[src/common/pchk_pkg.sv]
// shared constants and carrier types for the lvds input pattern checker
package pchk_pkg;

  // ==========================================================================
  // sizes
  localparam int unsigned LANES = 8;
  localparam int unsigned WORDS = 8;
  localparam int unsigned PTR_W = 3;
  localparam int unsigned ADDR_W = 8;
  localparam int unsigned IDX_W = 6;

  // ==========================================================================
  // register indices, byte address is four times the index
  localparam logic [IDX_W-1:0] IDX_RECORD = 6'h08;
  localparam logic [IDX_W-1:0] IDX_WORD0 = 6'h09;
  localparam logic [IDX_W-1:0] IDX_WORD1 = 6'h0A;
  localparam logic [IDX_W-1:0] IDX_WORD2 = 6'h0B;
  localparam logic [IDX_W-1:0] IDX_WORD3 = 6'h0C;
  localparam logic [IDX_W-1:0] IDX_WORD4 = 6'h0D;
  localparam logic [IDX_W-1:0] IDX_WORD5 = 6'h0E;
  localparam logic [IDX_W-1:0] IDX_WORD6 = 6'h0F;
  localparam logic [IDX_W-1:0] IDX_WORD7 = 6'h10;
  localparam logic [IDX_W-1:0] IDX_STATUS = 6'h20;
  localparam logic [IDX_W-1:0] IDX_MASK = 6'h21;
  localparam logic [IDX_W-1:0] IDX_CTRL = 6'h22;

  // ==========================================================================
  // reset values and fields
  localparam logic [LANES-1:0] RECORD_RESET = 8'h00;
  localparam logic [WORDS-1:0][LANES-1:0] WORD_RESET = {
    8'hC6, 8'hAA, 8'h16, 8'h1A, 8'h45, 8'hEA, 8'hB6, 8'h7A
  };
  localparam int unsigned CTRL_W = 2;
  localparam logic [CTRL_W-1:0] CTRL_RESET = 2'h0;
  localparam int unsigned CTRL_ENABLE = 0;
  localparam int unsigned CTRL_RESTART = 1;
  localparam int unsigned EV_W = 2;
  localparam int unsigned EV_MISMATCH = 0;
  localparam int unsigned EV_PASS = 1;
  localparam logic [EV_W-1:0] EV_RESET = 2'h0;

  // ==========================================================================
  // carriers
  typedef logic [WORDS-1:0][LANES-1:0] word_bank_t;

  typedef struct packed {
    logic valid;
    logic [LANES-1:0] data;
  } rx_beat_t;

  typedef struct packed {
    logic valid;
    logic mismatch;
    logic pass;
    logic [LANES-1:0] diff;
  } check_result_t;

endpackage

[src/core/word_compare.sv]
// cyclic comparison of received bytes against the reference word bank
`timescale 1ns/1ps
module word_compare #(
  parameter int unsigned WORDS = pchk_pkg::WORDS,
  parameter int unsigned LANES = pchk_pkg::LANES
) (
  input wire logic pclk,
  input wire logic presetn,
  input wire logic enable,
  input wire logic restart,
  input wire pchk_pkg::rx_beat_t rx,
  input wire pchk_pkg::word_bank_t words,
  output pchk_pkg::check_result_t result,
  output logic [pchk_pkg::PTR_W-1:0] ptr
);

  // ==========================================================================
  // per lane difference
  logic [LANES-1:0] cur_word;
  logic [LANES-1:0] diff;
  assign cur_word = words[ptr];

  genvar lane;
  generate
    for (lane = 0; lane < LANES; lane++) begin : g_lane
      assign diff[lane] = rx.data[lane] ^ cur_word[lane]; // RQ11
    end
  endgenerate

  // ==========================================================================
  // pointer and round tracking
  logic round_err;
  logic next_round_err;
  logic [pchk_pkg::PTR_W-1:0] next_ptr;
  pchk_pkg::check_result_t next_result;

  always_comb begin
    next_ptr = ptr;
    next_round_err = round_err;
    next_result = '0;
    if (!enable || restart) begin
      next_ptr = '0;
      next_round_err = 1'b0;
    end else if (rx.valid) begin
      next_result.valid = 1'b1;
      next_result.diff = diff; // RQ11
      next_result.mismatch = |diff; // RQ9
      if (ptr == pchk_pkg::PTR_W'(WORDS - 1)) begin
        next_result.pass = ~(round_err | (|diff));
        next_round_err = 1'b0;
        next_ptr = '0; // RQ11
      end else begin
        next_round_err = round_err | (|diff);
        next_ptr = ptr + 1'b1; // RQ11
      end
    end
  end

  always_ff @(posedge pclk or negedge presetn) begin
    if (!presetn) begin
      ptr <= '0;
      round_err <= 1'b0;
      result <= '0;
    end else begin
      ptr <= next_ptr;
      round_err <= next_round_err;
      result <= next_result;
    end
  end

endmodule

[config.mk]
export PLATFORM = sky130hd
export DESIGN_NAME = word_compare
export DESIGN_NICKNAME = d
export VERILOG_FILES = /design/src/common/pchk_pkg.sv /design/src/core/word_compare.sv
export SDC_FILE = /design/constraint.sdc
export NUM_CORES = 1
export LEC_CHECK = 0
export BUFFER_PORTS_ARGS = -buffer_cell sky130_fd_sc_hd__buf_2
export CAP_MARGIN = 10
export CORE_MARGIN = 2
export CORE_UTILIZATION = 30
export CTS_BUF_LIST = sky130_fd_sc_hd__clkbuf_4 sky130_fd_sc_hd__clkbuf_8
export CTS_CLUSTER_DIAMETER = 100
export DETAILED_ROUTE_END_ITERATION = 6
export GPL_TIMING_DRIVEN = 0
export PLACE_DENSITY = 0.64
export SETUP_SLACK_MARGIN = 0.2
export SLEW_MARGIN = 10
export SYNTH_ARGS = -nofsm -noshare
export SYNTH_HDL_FRONTEND = slang
export SYNTH_SLANG_ARGS = --single-unit
[constraint.sdc]
create_clock -name pclk -period 2.7 [get_ports pclk]
set_clock_uncertainty 0.2 [all_clocks]
set_input_delay 0.54 -clock pclk [delete_from_list [all_inputs] [get_ports pclk]]
set_output_delay 0.54 -clock pclk [all_outputs]
set_load 0.05 [all_outputs]
==> results.ini, run 1 <==
[outcome]
status = complete, no violations

[placement]
dp_hpwl_mm = 2.83
gp_congestion = 0.715
dp_slack_ps = 243
io_buffers = 89

[floorplanning]
pin_count = 91
rows = 23
core-area_mm2 = 0.00403
die_w_um = 69
start_util = 0.315
die_height_um = 69
die_area_mm2 = 0.00476

[drt]
met1_length_mm = 1.46
top_layer_used = met4
vias = 1230
detail_route.wl_per_cell_um = 12.8
wl_mm = 3.33
met3_length_um = 258
met2_length_mm = 1.57
drc = 0
detail-route-antenna-nets = 0
drt_iter0_markers = 37
drt_pass1_iterations = 4
vias_per_cell = 4.75

[timing]
slew_violations = 0
fin_setup_tns_ps = 0
relSlewSlack = 0.728
fin_crit_sh = 0.904
min_period_ps = 2440
setup_violations = 0
worstMarginPinSlew_ps = 407
grt_setup_unrepaired = true
max_freq_mhz = 410
finalHoldViolCount = 0
setup_ws_ps = 259
whs_ps = 282

[yosys]
synthAdderAreaFrac = 0.0197
syn_inst = 115
synthSimpleGateAreaFrac = 0.130
synth_mux_area_frac = 0.348
synth_edf_count = 0
synth_top_family_by_area = multiplexers
synth.most_common_cell = mux2i_1
synth_top_area_share = 0.296
synth_compound_area_frac = 0.112
synth.avg_cell_area_um2 = 11.0
synth_nets = 194
synth_top_area_cell = dfrtp_1
ys.warnings.count = 0
synth_area_leaders = dfrtp_1, mux2i_1, mux4_2
yosysSeqAreaShare = 0.296
synth-seq-cells = 15
synth_xor_xnor_area_share = 0.0326
ys_top_cells_by_count = mux2i_1, dfrtp_1, nor2_1
ys_types = 32
async_flop_share = 1.00
syn_area_mm2 = 0.00127
ys.flop_type = dfrtp_1

[worst_setup_path]
end_kind = flip-flop
reg2reg_slack_ps = 260
rr_startpoint = ptr[1]$_DFFE_PN0P_
slowest_delay_ps = 490
worst_r2r_path_depth = 8
critPathKind = reg2reg
required_ps = 2690
worst_ep_arrival_time_ps = 2430
path_buf_inv = 2
reg2reg_to = result[8]$_DFF_PN0_
cpLargestDelayFamily = simple AND/OR/NAND/NOR gates
startpoint_type = flip-flop
cpMaxStageDelayCell = mux4_2
crit_fanout = 10
crit_chain = buf_6 -> buf_6 -> mux2i_1 -> mux4_2 -> xor2_2 -> nand3_2 -> nor4_4 -> and4b_1
crit_top_cell = buf_6

[power_and_ir_drop]
p_leak_nw = 0.916
ir_drop_mv = 0.138
p_sw_frac = 0.281
p_int_mw = 0.446
combinationalPowerShare = 0.316
switchingPower_mw = 0.175
seq_power_share = 0.377
power_mw = 0.621
p_clk_frac = 0.307
p_per_area_mw_per_mm2 = 337

[clocking]
clk_latency_ps = 250
root_buffer = clkbuf_8
clock_sinks = 15
clk_pin_slew_ps = 60
cts_tree = built
post_cts_buffers = 0
cts_max_path_buffers = 2
cts_made_buffers = 3
h-tree-depth = 1

[cells_and_area]
n_antenna_cell = 0
multiInputGateArea_um2 = 822
area_growth_pct = 45.5
nFillCells = 402
regArea_um2 = 378
drive_gt1_frac = 0.574
final_util = 0.458
layout.nets = 289

[global_route]
grt_overflow_total = 0
grt_pass1_vias = 1243
grt.total_usage = 0.144
antenna_found_initial = 0
grt_pass1_wl_mm = 5.69
grt_max_degree = 16

[min_path]
worstHoldStart = round_err$_DFFE_PN0P_
hold_class = reg2reg
hold_path_end = round_err$_DFFE_PN0P_
hold_depth = 2

[flow_run]
cap_violations = 0

cell families after synthesis:
logic type	after synthesis
flops	15
compound gates	22
fa+ha+maj	2
mux	38
simple gates	27
buf+inv	8
xor+xnor	3
worst reg2reg max path, cell delays in order, from the launching register on:
cell     delay [ps]
dfrtp_2         420
buf_6           150
buf_6           150
mux2i_1         120
mux4_2          490
xor2_2          200
nand3_2         110
nor4_4          320
and4b_1         220
repair_timing:
action / in CTS / in global routing
endpoints found under the hold margin: 8 / 0
hold buffers: 1 / 0
endpoints found under the setup margin: 0 / 2
resized for setup: 0 / 1
cell usage in the layout (no fill, tap or decap), types with 4 or more instances in the layout:
cell,n
a22o_1,5
nor2_1,8
o21ai_1,5
buf_6,4
a21oi_1,6
dfrtp_1,13
mux2i_1,25
o22ai_1,4
or3_1,5
buf_2,90
mux2_2,5
through the flow:
step | instance area, um^2 | std cells
floorplan | 1270 | 115
global placement | 1780 | 254
detailed placement | 1780 | 254
CTS | 1840 | 259
global route | 1840 | 259
finish | 1840 | 259
worst max-delay path by stage:
stage,from,endpoint,slack [ps],depth (start not counted)
finish,ptr[1]$_DFFE_PN0P_,result[8]$_DFF_PN0_,260,8
global route,ptr[1]$_DFFE_PN0P_,result[8]$_DFF_PN0_,140,8
CTS,ptr[1]$_DFFE_PN0P_,result[8]$_DFF_PN0_,230,8
detailed placement,ptr[1]$_DFFE_PN0P_,result[8]$_DFF_PN0_,240,8
global placement,ptr[1]$_DFFE_PN0P_,result[8]$_DFF_PN0_,240,8
floorplan,ptr[1]$_DFFE_PN0P_,result[8]$_DFF_PN0_,270,8
power by group through the flow:
stage / sequential, mW / clock (mW) / combinational [mW]
after floorplan: 0.260 / 0 / 0.0938
after global placement: 0.238 / 0 / 0.193
after detailed placement: 0.238 / 0 / 0.196
after CTS: 0.234 / 0.194 / 0.197
after global routing: 0.235 / 0.205 / 0.215
final: 0.234 / 0.190 / 0.196
routing by layer:
metal | GRT usage | vias to the layer above
met5 | 0 | -
met4 | 0.0523 | 0
met3 | 0.0205 | 4
met2 | 0.233 | 64
met1 | 0.195 | 543
li1 | - | 619
layout make-up:
class	count	share of cell area
multi-input cells	92	0.446
well taps	50	0.0339
plain buffers	7	0.0400
flip-flops and latches	15	0.205
repair buffers	90	0.247
clock buffers	4	0.0265
inverters	1	0.00204
flip-flops by register name, summed over array words and instances (netlist names):
name and flops:
round_err 1, ptr 3, result 11
No activity file was read; power rests on OpenSTA's default activity.
==> run 2, diff against run 1 <==
--- a/config.mk
+++ b/config.mk
@@ -5,6 +5,7 @@
 export SDC_FILE = /design/constraint.sdc
 export NUM_CORES = 1
 export LEC_CHECK = 0
+export ABC_AREA = 1
 export BUFFER_PORTS_ARGS = -buffer_cell sky130_fd_sc_hd__buf_2
 export CAP_MARGIN = 10
 export CORE_MARGIN = 2
@@ -13,7 +14,7 @@
 export CTS_CLUSTER_DIAMETER = 100
 export DETAILED_ROUTE_END_ITERATION = 6
 export GPL_TIMING_DRIVEN = 0
-export PLACE_DENSITY = 0.64
+export PLACE_DENSITY = 0.62
 export SETUP_SLACK_MARGIN = 0.2
 export SLEW_MARGIN = 10
 export SYNTH_ARGS = -nofsm -noshare
==> constraint.sdc (replaced) <==
create_clock -name pclk -period 2.4 [get_ports pclk]
set_clock_uncertainty 0.2 [all_clocks]
set_input_delay 0.48 -clock pclk [delete_from_list [all_inputs] [get_ports pclk]]
set_output_delay 0.48 -clock pclk [all_outputs]
set_load 0.05 [all_outputs]
==> run 2 against run 1 <==
  * Critical path depth rose by 4
  * Sequential cell count did not move
  * Cell count rose by 50%
  * Clock-buffer cell count fell by 1
  * Critical endpoint is now round_err$_DFFE_PN0P_
  * Largest cell class unchanged
==> results.ini, run 2 <==
[min_path]
hold_depth = 3
worstHoldStart = round_err$_DFFE_PN0P_
hold_class = reg2reg
hold_path_end = result[8]$_DFF_PN0_

[clocking]
root_buffer = clkbuf_8
clock_sinks = 15
cts_tree = built
clk_latency_ps = 240
clk_pin_slew_ps = 60
cts_made_buffers = 3
post_cts_buffers = 0
cts_max_path_buffers = 2
h-tree-depth = 1

[drt]
drt_iter0_markers = 59
detail-route-antenna-nets = 0
vias = 1719
drt_pass1_iterations = 4
drc = 0
wl_mm = 4.32
detail_route.wl_per_cell_um = 11.1
vias_per_cell = 4.43

[yosys]
synth_top_area_cell = dfrtp_1
synth_area_leaders = dfrtp_1, nand2_1, nand3_1
synth.avg_cell_area_um2 = 5.97
ys.flop_type = dfrtp_1
synth-seq-cells = 15
synth_edf_count = 0
syn_area_mm2 = 0.00143
yosysSeqAreaShare = 0.263
synth_top_area_share = 0.263
syn_inst = 239
synth.most_common_cell = nand2_1
ys.warnings.count = 0
ys_types = 21
ys_top_cells_by_count = nand2_1, nand3_1, nor2_1
synth_nets = 318
async_flop_share = 1.00

[floorplanning]
rows = 25
die_area_mm2 = 0.00532
pin_count = 91
start_util = 0.306
core-area_mm2 = 0.00466
die_w_um = 73.0
die_height_um = 73.0

[timing]
grt_setup_unrepaired = false
setup_violations = 0
fin_setup_tns_ps = 0
fin_crit_sh = 0.818
slew_violations = 0
worstMarginPinSlew_ps = 330
finalHoldViolCount = 0
whs_ps = 314
max_freq_mhz = 510
relSlewSlack = 0.780
min_period_ps = 1960

[cells_and_area]
layout_common_cells = nand2_1, buf_2, nand3_1
drive_gt1_frac = 0.356
fin_cells = 388
layout.nets = 414
top_regs = result: 11 flops, ptr: 3 flops, round_err: 1 flops
largest_reg_flops = 11
area_growth_pct = 40.5
nFillCells = 550
multiInputGateArea_um2 = 841
layout_commonest_cell = nand2_1
regMostFlops = result
regArea_um2 = 375
n_antenna_cell = 0

[worst_setup_path]
worst_r2r_path_depth = 12
crit_fanout = 10
worst_ep_arrival_time_ps = 1910
startpoint_type = flip-flop
cpMaxStageDelayCell = dfrtp_1
reg2reg_slack_ps = 440
end_kind = flip-flop
crit_chain = buf_4 -> inv_2 -> buf_6 -> nand3_1 -> nand3_1 -> nand3b_1 -> nand2_1 -> nand2_2 -> nor2_4 -> nand3_2 -> nand2_1 -> inv_1
reg2reg_to = round_err$_DFFE_PN0P_
required_ps = 2340
slowest_delay_ps = 400
critPathKind = reg2reg
rr_startpoint = ptr[1]$_DFFE_PN0P_

[outcome]
status = complete, no violations

[global_route]
grt_max_degree = 16
grt_pass1_vias = 1616
grt.total_usage = 0.167
antenna_found_initial = 0
grt_overflow_total = 0
grt_pass1_wl_mm = 6.96

[power_and_ir_drop]
p_per_area_mw_per_mm2 = 354
ir_drop_mv = 0.188
p_sw_frac = 0.322
seq_power_share = 0.371
switchingPower_mw = 0.228
p_leak_nw = 1.21
combinationalPowerShare = 0.348
p_int_mw = 0.481
p_clk_frac = 0.281

[flow_run]
cap_violations = 0

[placement]
dp_cells = 383
io_buffers = 90
gp_congestion = 0.782
dp_hpwl_mm = 3.50

## run 2: per-stage QoR
| step | worst slack (ps) | power [mW] | utilization | cell area, um^2 |
|---|---|---|---|---|
| 2_1_floorplan | 361 | 0.417 | - | 1430 |
| 3_3_place_gp | 374 | 0.513 | 0.417 | 1940 |
| 3_5_place_dp | 356 | 0.515 | 0.417 | 1940 |
| 4_1_cts | 344 | 0.722 | 0.429 | 2000 |
| 5_1_grt | 215 | 0.762 | 0.430 | 2000 |
| 6_report | 438 | 0.709 | 0.430 | 2000 |
## run 2: metal layers
layer	up-vias	GRT usage	wire length (um)
li1	931	-	-
met1	733	0.208	1950
met2	55	0.305	2100
met3	0	0.0387	266
met4	0	0.0103	0
met5	-	0	0
## run 2: how the worst max path moves through the flow
stage	slack, ps	startpoint	cells after the start	end
after floorplan	360	ptr[1]$_DFFE_PN0P_	13	round_err$_DFFE_PN0P_
after global placement	370	ptr[2]$_DFFE_PN0P_	10	round_err$_DFFE_PN0P_
after detailed placement	360	ptr[2]$_DFFE_PN0P_	10	round_err$_DFFE_PN0P_
after CTS	340	ptr[2]$_DFFE_PN0P_	10	round_err$_DFFE_PN0P_
after global routing	210	ptr[1]$_DFFE_PN0P_	12	round_err$_DFFE_PN0P_
final	440	ptr[1]$_DFFE_PN0P_	12	round_err$_DFFE_PN0P_
## run 2: cell families after synthesis
family,synth area share
compound gates,0.0351
fa+ha+maj,0.0175
buf+inv,0.147
flops,0.263
simple gates,0.537
## run 2: power by group through the flow
stage	Clock, mW	Sequential, mW	Combinational (mW)
floorplan	0	0.293	0.124
global placement	0	0.268	0.245
detailed placement	0	0.268	0.247
CTS	0.209	0.263	0.249
global route	0.220	0.264	0.278
finish	0.199	0.263	0.247
## run 2: area by class of cell
class / instances / share of cell area
Inverter: 28 / 0.0568
Buffer: 11 / 0.0499
Clock inverter: 1 / 0.00250
Sequential cell: 15 / 0.187
Multi-Input combinational cell: 185 / 0.419
Timing Repair Buffer: 91 / 0.230
Clock buffer: 3 / 0.0206
Tap cell: 54 / 0.0337
## run 2: timing repair
item,in CTS,in global routing
hold buffers,1,0
gates resized for setup,0,1
endpoints found under the hold margin,15,0
setup endpoints to repair,0,1
## run 2: critical path, delay by kind of cell (launching register included)
family                 cells  cell delay, ps
DFF                        1             400
and+or+nand+nor            8             750
buffers and inverters      4             510
==> run 3, diff against run 2 <==
==> constraint.sdc (replaced) <==
create_clock -name pclk -period 1.85 [get_ports pclk]
set_clock_uncertainty 0.2 [all_clocks]
set_input_delay 0.37 -clock pclk [delete_from_list [all_inputs] [get_ports pclk]]
set_output_delay 0.37 -clock pclk [all_outputs]
set_load 0.05 [all_outputs]
==> run 3 against run 2 <==
  * The run now ends with negative setup slack left
  * Setup slack worse by 490 ps
  * Sequential cell count is the same
  * Cell count grew 4.9%
  * Clock power is 30% higher
  * Sequential power increased by 30%
  * Core utilization grew 11 points
  * Register-to-register slack worse by 490 ps
  * Worst hold slack lost 130 ps
  * Maximum frequency is 3.1% higher
  * Critical path depth decreased by 1
  * Critical endpoint unchanged
  * Largest power group is now combinational cells
  * Highest routed layer is now met4
==> results.ini, run 3 (same netlist as run 2, synthesis figures left out) <==
[power_and_ir_drop]
seq_power_share = 0.330
combinationalPowerShare = 0.419
p_clk_frac = 0.251
power_mw = 1.04
p_sw_frac = 0.331
p_leak_nw = 1.39
p_per_area_mw_per_mm2 = 415
p_int_mw = 0.692
switchingPower_mw = 0.343
ir_drop_mv = 0.221

[worst_setup_path]
cpLargestDelayFamily = simple AND/OR/NAND/NOR gates
required_ps = 1790
path_buf_inv = 4
crit_chain = buf_12 -> clkinv_8 -> buf_16 -> o21ai_2 -> nand3_2 -> nand3b_1 -> nand3_2 -> nor2_4 -> nand3_2 -> nand2_1 -> inv_1
crit_fanout = 7
critPathKind = reg2reg
slowest_delay_ps = 400
startpoint_type = flip-flop
end_kind = flip-flop
worst_ep_arrival_time_ps = 1850
worst_r2r_path_depth = 11
crit_top_cell = nand3_2
path_depth = 11
cpMaxStageDelayCell = dfrtp_2

[global_route]
grt_pass1_wl_mm = 7.67
grt_max_degree = 16
antenna_found_initial = 0
grt_overflow_total = 0
grt.total_usage = 0.185
grt_pass1_vias = 1777

[placement]
dp_hpwl_mm = 3.57
dp_cells = 383
dp_slack_ps = -228
io_buffers = 90
gp_congestion = 0.789

[clocking]
clk_latency_ps = 240
cts_made_buffers = 3
cts_tree = built
clock_sinks = 15
clk_pin_slew_ps = 60
cts_max_path_buffers = 2
h-tree-depth = 1
root_buffer = clkbuf_8

[cells_and_area]
top_regs = result: 11 flops, ptr: 3 flops, round_err: 1 flops
layout_common_cells = buf_2, nand2_1, nand3_1
layout_commonest_cell = buf_2
n_antenna_cell = 0
regMostFlops = result
largest_reg_flops = 11
fin_cells = 407
drive_gt1_frac = 0.535
nFillCells = 490
area_growth_pct = 74.9
layout.nets = 433

[timing]
slew_violations = 0
setup_ws_ps = -53.1
worstMarginPinSlew_ps = 328
grt_setup_unrepaired = true
finalHoldViolCount = 0
fin_crit_sh = 1.03
relSlewSlack = 0.782
setup_violations = 2
max_freq_mhz = 525
min_period_ps = 1900
whs_ps = 187

[min_path]
hold_class = in2reg
hold_depth = 4

[drt]
drt_iter0_markers = 49
vias_per_cell = 4.61
detail-route-antenna-nets = 0
vias = 1877
detail_route.wl_per_cell_um = 12.2
drt_pass1_iterations = 4
drc = 0
wl_mm = 4.97

[floorplanning]
die_w_um = 73.0
die_height_um = 73.0
core-area_mm2 = 0.00466
rows = 25
pin_count = 91
start_util = 0.306
die_area_mm2 = 0.00532

[flow_run]
cap_violations = 0

[outcome]
status = complete, but fails checks
violations = negative setup slack

run 3: cell types whose count changed in the layout (fill, tap and decap cells not counted), moves of 4 or more:
cell,before,now
buf_4,3,15
buf_6,6,2
buf_8,0,6
nand2_1,94,73
nand2_2,3,22
nand3_1,38,25
nand3_2,3,16
nor2_1,26,19
nor2_2,1,5
run 3: worst min-delay path, delay by kind of cell:
family | cells | cell delay, ps
simple gates | 2 | 90
buf+inv | 1 | 90
compound gates | 1 | 50
run 3: final timing paths:
| kind | start | to | slack [ps] |
|---|---|---|---|
| setup / recovery | ptr[0]$_DFFE_PN0P_ | round_err$_DFFE_PN0P_ | -50 |
| hold / removal | rx[8] | ptr[0]$_DFFE_PN0P_ | 190 |
| setup reg to reg | ptr[0]$_DFFE_PN0P_ | round_err$_DFFE_PN0P_ | -50 |
| hold reg to reg | round_err$_DFFE_PN0P_ | result[8]$_DFF_PN0_ | 320 |
| max in group asynchronous | presetn | ptr[1]$_DFFE_PN0P_ | 830 |
| min in group asynchronous | presetn | round_err$_DFFE_PN0P_ | 360 |
run 3: timing repair:
item / in CTS / in global routing
hold buffers: 1 / 0
resized for setup: 19 / 58
pin swaps: 4 / 27
gates cloned: 2 / 3
buffers inserted: 12 / 2
setup endpoints to repair: 11 / 12
hold endpoints to repair: 15 / 0
run 3: cell type report:
type / count / area (um^2) / share of cell area
multi-input cells: 185 / 1020 / 0.411
repair buffers: 110 / 699 / 0.280
flip-flops and latches: 15 / 379 / 0.152
plain buffers: 11 / 144 / 0.0577
inverters: 28 / 134 / 0.0537
well taps: 54 / 67.6 / 0.0271
clock buffers: 3 / 41.3 / 0.0165
clock inverters: 1 / 5.00 / 0.00201
run 3: routing by layer:
| metal | part of all wire | vias to the layer above | global-route usage |
|---|---|---|---|
| li1 | - | 972 | - |
| met1 | 0.43 | 833 | 0.234 |
| met2 | 0.50 | 68 | 0.331 |
| met3 | 0.059 | 4 | 0.0193 |
| met4 | 0.0097 | 0 | 0.0535 |
| met5 | 0 | - | 0 |
run 3: metrics by stage:
step                       util  setup TNS [ps]  area (um^2)
after floorplan               -           -26.7         1430
after global placement    0.419            -511         1950
after detailed placement  0.419            -527         1950
after CTS                 0.473           -40.0         2210
after global routing      0.535            -399         2490
final                     0.535           -71.1         2490
run 3: power by group through the flow:
stage	Clock [mW]	Sequential [mW]	Combinational (mW)
after floorplan	0	0.381	0.161
after global placement	0	0.348	0.321
after detailed placement	0	0.348	0.324
after CTS	0.264	0.341	0.366
after global routing	0.280	0.342	0.477
final	0.259	0.342	0.434
